[src/logic/ovs_pkg.sv]
// Purpose: Constants for the converter oversampling control block
// Assumes: 32-bit register port, 40 MHz ref_clk
// Notes:   Field layout of oversample_control, reset values
`default_nettype none
package ovs_pkg;
  localparam logic [7:0]  OVS_CTRL_OFFSET = 8'h80;
  localparam logic [7:0]  RESULT_OFFSET   = 8'h84;
  localparam logic [31:0] OVS_CTRL_RESET  = 32'h0000_0000;
  localparam int          EN_BIT          = 0;
  localparam int          RATIO_LSB       = 2;
  localparam int          SHIFT_LSB       = 5;
  localparam int          TRIG_BIT        = 9;
  localparam logic [3:0]  SHIFT_MAX       = 4'h8;
  localparam logic [9:0]  CTRL_WMASK      = 10'h3fd;
endpackage
`default_nettype wire

[src/logic/ovs_if.sv]
// Purpose: Carries decoded configuration from register file to sequencer
// Assumes: Single clock domain
// Notes:   None
`timescale 1ns/1ps
`default_nettype none
interface ovs_if;
  logic       enable;
  logic       per_trig;
  logic [2:0] ratio;
  logic [3:0] shift;
  modport regs (output enable, output per_trig, output ratio, output shift);
  modport seq  (input enable, input per_trig, input ratio, input shift);
endinterface
`default_nettype wire

[src/logic/ovs_sequencer.sv]
// Purpose: Runs oversampling bursts and accumulates samples
// Assumes: Samples arrive as one-cycle sample_valid pulses
// Notes:   Result is a registered value with a one-cycle done pulse
//
// The plain strobed port was chosen for this implementation.
`timescale 1ns/1ps
`default_nettype none
module ovs_sequencer #(
  parameter int SAMPLE_W = 12
) (
  input  wire logic                ref_clk,
  input  wire logic                sys_rst,
  ovs_if.seq                       cfg,
  input  wire logic                trigger,
  output logic                     conv_start,
  input  wire logic                sample_valid,
  input  wire logic [SAMPLE_W-1:0] sample_data,
  output logic [SAMPLE_W+7:0]      result,
  output logic                     result_valid,
  output logic                     busy
);
  localparam int ACC_W = SAMPLE_W + 8;
  typedef enum logic [1:0] {IDLE, WAIT_TRIG, CONVERT} st_t;
  st_t              st_r, st_nxt;
  logic [8:0]       cnt_r, cnt_nxt;
  logic [ACC_W-1:0] acc_r, acc_nxt, res_r, res_nxt, sum;
  logic             done_r, done_nxt, start;
  logic [8:0]       total;

  // Accumulator and result must fit the 32-bit read port
  if (SAMPLE_W < 1 || SAMPLE_W > 24) begin : g_width_check
    $error("SAMPLE_W out of range");
  end

  assign total = 9'h002 << cfg.ratio;
  assign sum   = acc_r + ACC_W'(sample_data);
  assign busy  = (st_r != IDLE);
  assign conv_start = start;

  always_comb begin
    st_nxt   = st_r;
    cnt_nxt  = cnt_r;
    acc_nxt  = acc_r;
    res_nxt  = res_r;
    done_nxt = 1'b0;
    start    = 1'b0;
    unique case (st_r)
      IDLE: begin
        if (trigger) begin
          start   = 1'b1;
          cnt_nxt = 9'h000;
          acc_nxt = '0;
          st_nxt  = CONVERT;
        end
      end
      WAIT_TRIG: begin
        if (trigger) begin
          start  = 1'b1;
          st_nxt = CONVERT;
        end
      end
      CONVERT: begin
        if (sample_valid) begin
          if (!cfg.enable) begin
            res_nxt  = ACC_W'(sample_data);
            done_nxt = 1'b1;
            st_nxt   = IDLE;
          end else if (cnt_r + 9'h001 == total) begin
            res_nxt  = sum >> ((cfg.shift > ovs_pkg::SHIFT_MAX) ? ovs_pkg::SHIFT_MAX : cfg.shift);
            done_nxt = 1'b1;
            st_nxt   = IDLE;
          end else begin
            acc_nxt = sum;
            cnt_nxt = cnt_r + 9'h001;
            if (cfg.per_trig) begin
              st_nxt = WAIT_TRIG;
            end else begin
              start = 1'b1;
            end
          end
        end
      end
    endcase
  end

  always_ff @(posedge ref_clk) begin
    if (sys_rst) begin
      st_r   <= IDLE;
      cnt_r  <= 9'h000;
      acc_r  <= '0;
      res_r  <= '0;
      done_r <= 1'b0;
    end else begin
      st_r   <= st_nxt;
      cnt_r  <= cnt_nxt;
      acc_r  <= acc_nxt;
      res_r  <= res_nxt;
      done_r <= done_nxt;
    end
  end

  assign result       = res_r;
  assign result_valid = done_r;

  unit_result_a: assert property (@(posedge ref_clk) disable iff (sys_rst)
    done_r |-> st_r == IDLE) else $error("result without idle");
  back_to_back_a: assert property (@(posedge ref_clk) disable iff (sys_rst)
    (st_r == CONVERT && sample_valid && cfg.enable && !cfg.per_trig && !done_nxt) |-> conv_start)
    else $error("free burst stalled");
  wait_trig_a: assert property (@(posedge ref_clk) disable iff (sys_rst)
    (st_r == WAIT_TRIG && !trigger) |=> (st_r == WAIT_TRIG && !done_r)) else $error("burst ran untriggered");
  count_bound_a: assert property (@(posedge ref_clk) disable iff (sys_rst)
    busy |-> cnt_r < total) else $error("count beyond ratio");
  plain_conv_a: assert property (@(posedge ref_clk) disable iff (sys_rst)
    (st_r == CONVERT && sample_valid && !cfg.enable) |=> (result_valid && result == ACC_W'($past(sample_data))))
    else $error("plain conversion wrong");
  shift_width_a: assert property (@(posedge ref_clk) disable iff (sys_rst)
    (done_nxt && cfg.enable && cfg.shift == 4'h0) |=> result == $past(sum)) else $error("zero shift changed");
  burst_cov: cover property (@(posedge ref_clk) disable iff (sys_rst) result_valid && cfg.enable);
  trig_cov: cover property (@(posedge ref_clk) disable iff (sys_rst) st_r == WAIT_TRIG ##1 conv_start);
  plain_cov: cover property (@(posedge ref_clk) disable iff (sys_rst) result_valid && !cfg.enable);
endmodule
`default_nettype wire

[src/logic/adc_oversampling_control.sv]
// Purpose: Oversampling control register and burst sequencing for the converter
// Assumes: Plain register port, read data one cycle after read strobe
// Notes:   Field writes ignored while converter_on is high
`timescale 1ns/1ps
`default_nettype none
module adc_oversampling_control #(
  parameter int SAMPLE_W = 12
) (
  input  wire logic                ref_clk,
  input  wire logic                sys_rst,
  input  wire logic [7:0]          reg_addr,
  input  wire logic [31:0]         reg_wdata,
  input  wire logic                reg_wr,
  input  wire logic                reg_rd,
  output logic [31:0]              reg_rdata,
  input  wire logic                converter_on,
  input  wire logic                trigger,
  output logic                     conv_start,
  input  wire logic                sample_valid,
  input  wire logic [SAMPLE_W-1:0] sample_data,
  output logic [SAMPLE_W+7:0]      result,
  output logic                     result_valid,
  output logic                     busy
);
  logic [31:0] ctrl_r, ctrl_nxt, rdata_r, rdata_nxt;
  ovs_if cfg_if ();

  always_comb begin
    ctrl_nxt = ctrl_r;
    if (reg_wr && reg_addr == ovs_pkg::OVS_CTRL_OFFSET && !converter_on) begin
      ctrl_nxt = {22'h0, reg_wdata[9:0] & ovs_pkg::CTRL_WMASK};
    end
    rdata_nxt = 32'h0000_0000;
    if (reg_rd) begin
      if (reg_addr == ovs_pkg::OVS_CTRL_OFFSET) begin
        rdata_nxt = ctrl_r;
      end else if (reg_addr == ovs_pkg::RESULT_OFFSET) begin
        rdata_nxt = 32'(result);
      end
    end
  end

  always_ff @(posedge ref_clk) begin
    if (sys_rst) begin
      ctrl_r  <= ovs_pkg::OVS_CTRL_RESET;
      rdata_r <= 32'h0000_0000;
    end else begin
      ctrl_r  <= ctrl_nxt;
      rdata_r <= rdata_nxt;
    end
  end

  assign reg_rdata        = rdata_r;
  assign cfg_if.enable    = ctrl_r[ovs_pkg::EN_BIT];
  assign cfg_if.per_trig  = ctrl_r[ovs_pkg::TRIG_BIT];
  assign cfg_if.ratio     = ctrl_r[ovs_pkg::RATIO_LSB +: 3];
  assign cfg_if.shift     = ctrl_r[ovs_pkg::SHIFT_LSB +: 4];

  ovs_sequencer #(.SAMPLE_W(SAMPLE_W)) u_seq (
    .ref_clk      (ref_clk),
    .sys_rst      (sys_rst),
    .cfg          (cfg_if.seq),
    .trigger      (trigger),
    .conv_start   (conv_start),
    .sample_valid (sample_valid),
    .sample_data  (sample_data),
    .result       (result),
    .result_valid (result_valid),
    .busy         (busy)
  );

  lock_a: assert property (@(posedge ref_clk) disable iff (sys_rst)
    converter_on |=> ctrl_r == $past(ctrl_r)) else $error("control changed while on");
  reserved_a: assert property (@(posedge ref_clk) disable iff (sys_rst)
    ctrl_r[31:10] == 22'h0 && !ctrl_r[1]) else $error("reserved bit set");
  write_cov: cover property (@(posedge ref_clk) reg_wr && !converter_on);
endmodule
`default_nettype wire

[config.mk]
export PLATFORM = sky130hd
export DESIGN_NAME = adc_oversampling_control
export DESIGN_NICKNAME = d
export VERILOG_FILES = /design/src/logic/ovs_pkg.sv /design/src/logic/ovs_if.sv /design/src/logic/ovs_sequencer.sv /design/src/logic/adc_oversampling_control.sv
export SDC_FILE = /design/constraint.sdc
export NUM_CORES = 1
export LEC_CHECK = 0
export ABC_AREA = 0
export ABC_CLOCK_PERIOD_IN_PS = 3900
export BUFFER_PORTS_ARGS = -buffer_cell sky130_fd_sc_hd__buf_2
export CELL_PAD_IN_SITES_DETAIL_PLACEMENT = 1
export CELL_PAD_IN_SITES_GLOBAL_PLACEMENT = 2
export CORE_UTILIZATION = 33
export CTS_CLUSTER_DIAMETER = 100
export DETAILED_ROUTE_END_ITERATION = 10
export GPL_TIMING_DRIVEN = 1
export PLACE_DENSITY = 0.92
export SYNTH_ARGS = -nofsm -noshare
export SYNTH_HDL_FRONTEND = slang
export SYNTH_HIERARCHICAL = 1
export SYNTH_SLANG_ARGS = --single-unit
[constraint.sdc]
create_clock -name ref_clk -period 3.9 [get_ports ref_clk]
set_clock_uncertainty 0.05 [all_clocks]
set_input_delay 0.195 -clock ref_clk [delete_from_list [all_inputs] [get_ports ref_clk]]
set_output_delay 0.195 -clock ref_clk [all_outputs]
set_load 0.02 [all_outputs]
==> reports/metrics.yaml <==
setup_path:
  path_max_fanout: 21
  crit_path_start_kind: "flop"
  critical_path_class: "flop to flop"
  crit_arrival_ps: 3710
  reg2reg_from: "u_seq/cnt_r[0]"
  r2r_end: "u_seq/cnt_r[7]"
  critPathCaptureType: "flop"
  worst_ep_required_time_ps: 4140
  rrSetupSlack_ps: 440
  reg2regPathDepth: 9
sta:
  period_needed_ps: 3460
  fin_ws_ps: 439
  tns_ps: 0
  setup_viol: 0
  slew_headroom_pct: 36.9
  holdWs_ps: 57.3
  slew_viol_final: 0
  finalCritPeriodShare_pct: 88.8
  worst_pin_slew_ps: 940
  rsz0062_at_grt: "no"
  max_freq_mhz: 289
  hold_viol: 0
layout:
  fin_area_sq_mm: 0.00659
  fin_nets: 833
  final_cells: 990
  area_growth_pct: 13.5
  post-route-util_pct: 38.2
  fill_cells: 2079
  antenna_cells: 0
  drive_gt1_share_pct: 20.4
detailed_routing:
  totalWireLength_mm: 19.7
  first_pass_iters: 5
  ant_nets: 0
  initialDrtViolationCount: 338
  wire_per_inst_um: 19.9
  drc: 0
  viasPerCell: 5.80
  vias: 5739
min_path:
  holdCritStartpoint: "reg_wdata[4]"
  hold_depth: 3
  hp-class: "input pin to flop"
  worstHoldEndpoint: "ctrl_r[4]"
clocking:
  root_buffer: "clkbuf_16"
  cts.sinks: 81
  cts_tree: "built"
  postCtsSetupBuffers: 0
  cts.clk_slew.worst_paths_ps: 70
  cts_buffers: 9
  htree_levels: 3
  post_cts_resized: 0
  clockBufferDepth: 2
  clk_latency_ps: 350
  ctsHoldBuffers: 0
logic_synthesis:
  synth_seq_area_share_pct: 27.9
  syn_area_sq_mm: 0.00580
  synth_flop_cell: "dfxtp_1"
  ys_ff_latch: 81
  synthCells: 708
  async_flop_share_pct: 0
  synth_top_area_share_pct: 27.9
  synthDistinctLibCells: 88
  avgSynthCellArea_sq_um: 8.20
  synthTopCellsByArea: "dfxtp_1 28%, mux2i_1 6.6%, nor2_1 3.9%, a21oi_1 3.5%, o21ai_0 3.2%"
  yosysWarnings: 6
  yosysTopAreaCell: "dfxtp_1"
  synth_edf_count: 0
global_routing:
  grt.total_usage_pct: 22.1
  grt_overflow_total: 0
  grt_max_degree: 55
  grt_pass1_wl_mm: 31.2
  antenna_found_initial: 0
  grt_pass1_vias: 5651
power:
  p_int_mw: 1.36
  p_total_mw: 1.91
  ir_worst_vdd_v: 0.000222
  p_per_area_mw_per_mm2: 291
  power_switching_mw: 0.559
  sw_frac_of_total_pct: 29.2
  p_leak_nw: 2.55
  pwr-share-comb_pct: 12.1
  pwr-share-clk_pct: 43.6
  seqPwrFrac_pct: 44.2
floorplan:
  fp.dieH_um: 135
  core.rowCount: 48
  fp.dieW_um: 135
  core_sq_mm: 0.0172
  die_area_sq_mm: 0.0181
  io_pins: 114
  start_util_pct: 33.7
place:
  port_buffers: 78
  dpl.cell_count: 974
  dp_slack_ps: 460
  place_area_sq_mm: 0.00630
  hpwlAfterDp_mm: 14.8
  place_congestion: 0.927
run_status:
  status: "complete, no violations"
job:
  max_cap_viol_count: 0
==> cell families after synthesis <==
logic type / after synthesis / share of synthesized area, %
muxes: 45 / 8.30
buffers and inverters: 80 / 7.01
and+or+nand+nor: 253 / 23.3
DFF: 81 / 27.9
other: 1 / 0.0646
AOI/OAI and AO/OA: 207 / 26.2
xor gates and xnor gates: 27 / 4.07
adders and majority gates: 14 / 3.15
==> cells in the mapped netlist (8+ instances only) <==
library cell   n
nor3_1        21
ha_1          13
o31ai_1       10
and2_1        13
nand3_1       12
xor2_1        11
xnor2_1       16
o211ai_1      15
a21oi_1       41
and3_1         8
o21ai_0       37
nand2b_1      27
nor2_1        61
nand2_1       49
clkbuf_1      32
a31oi_1       11
dfxtp_1       81
buf_2         13
inv_1         14
buf_4         16
a211oi_1      12
mux2i_1       38
nand4_1       18
==> flip-flops by register name (all words and copies together) (netlist names) <==
name / count
u_seq/result_valid: 1
u_seq/acc_r: 20
u_seq/result: 20
reg_rdata: 20
u_seq/st_r: 2
ctrl_r: 9
u_seq/cnt_r: 9
==> layer usage <==
| layer | wire, um | global-route usage (%) |
|---|---|---|
| met5 | 0 | 0 |
| met4 | 457 | 8.43 |
| met3 | 1020 | 3.19 |
| met2 | 8900 | 35.5 |
| met1 | 9310 | 29.9 |
==> placed cells by master, fill, tap and decap left out, drive strengths merged, types with 13 or more instances in the layout <==
master  instances
o211ai         15
buf            95
o21ai          40
nand2          49
ha             13
and2           13
dfxtp          81
nor2           63
inv            18
nand2b         28
mux2i          38
nand4          18
nand3          15
a21oi          42
nor3           24
xnor2          16
==> worst max path at each step <==
| stage | from | slack, ps | endpoint | cells after the start |
|---|---|---|---|---|
| after detailed placement | u_seq/cnt_r[0] | 460 | u_seq/cnt_r[7] | 9 |
| after global placement | u_seq/cnt_r[0] | 510 | u_seq/cnt_r[7] | 9 |
| after CTS | u_seq/cnt_r[0] | 420 | conv_start | 9 |
| after floorplan | u_seq/acc_r[6] | 1060 | u_seq/result[16] | 10 |
| after global routing | u_seq/cnt_r[0] | 140 | u_seq/cnt_r[7] | 9 |
| final | u_seq/cnt_r[0] | 440 | u_seq/cnt_r[7] | 9 |
==> critical path, stage by stage, from the launching register on <==
cell,delay (ps)
dfxtp_1,440
ha_1,310
nand3_2,140
xnor2_1,310
mux2_2,390
a31o_2,270
o22ai_4,470
a31oi_4,380
a2111oi_0,510
a31o_1,150
==> power groups by stage <==
| stage | sequential [mW] | combinational [mW] | clock, mW |
|---|---|---|---|
| 2_1_floorplan | 0.872 | 0.150 | 0 |
| 3_3_place_gp | 0.865 | 0.227 | 0 |
| 3_5_place_dp | 0.866 | 0.230 | 0 |
| 4_1_cts | 0.847 | 0.231 | 0.853 |
| 5_1_grt | 0.847 | 0.251 | 0.883 |
| 6_report | 0.847 | 0.233 | 0.835 |
==> final cells by class <==
| cell class | instances | area, sq um | share of cell area (%) |
|---|---|---|---|
| flip-flops and latches | 81 | 1620 | 24.6 |
| multi-input cells | 558 | 3820 | 58.0 |
| repair buffers | 95 | 518 | 7.86 |
| well taps | 225 | 282 | 4.27 |
| clock inverters | 7 | 61.3 | 0.931 |
| inverters | 15 | 56.3 | 0.855 |
| clock buffers | 9 | 225 | 3.42 |
(Power assumes the default switching activity.)
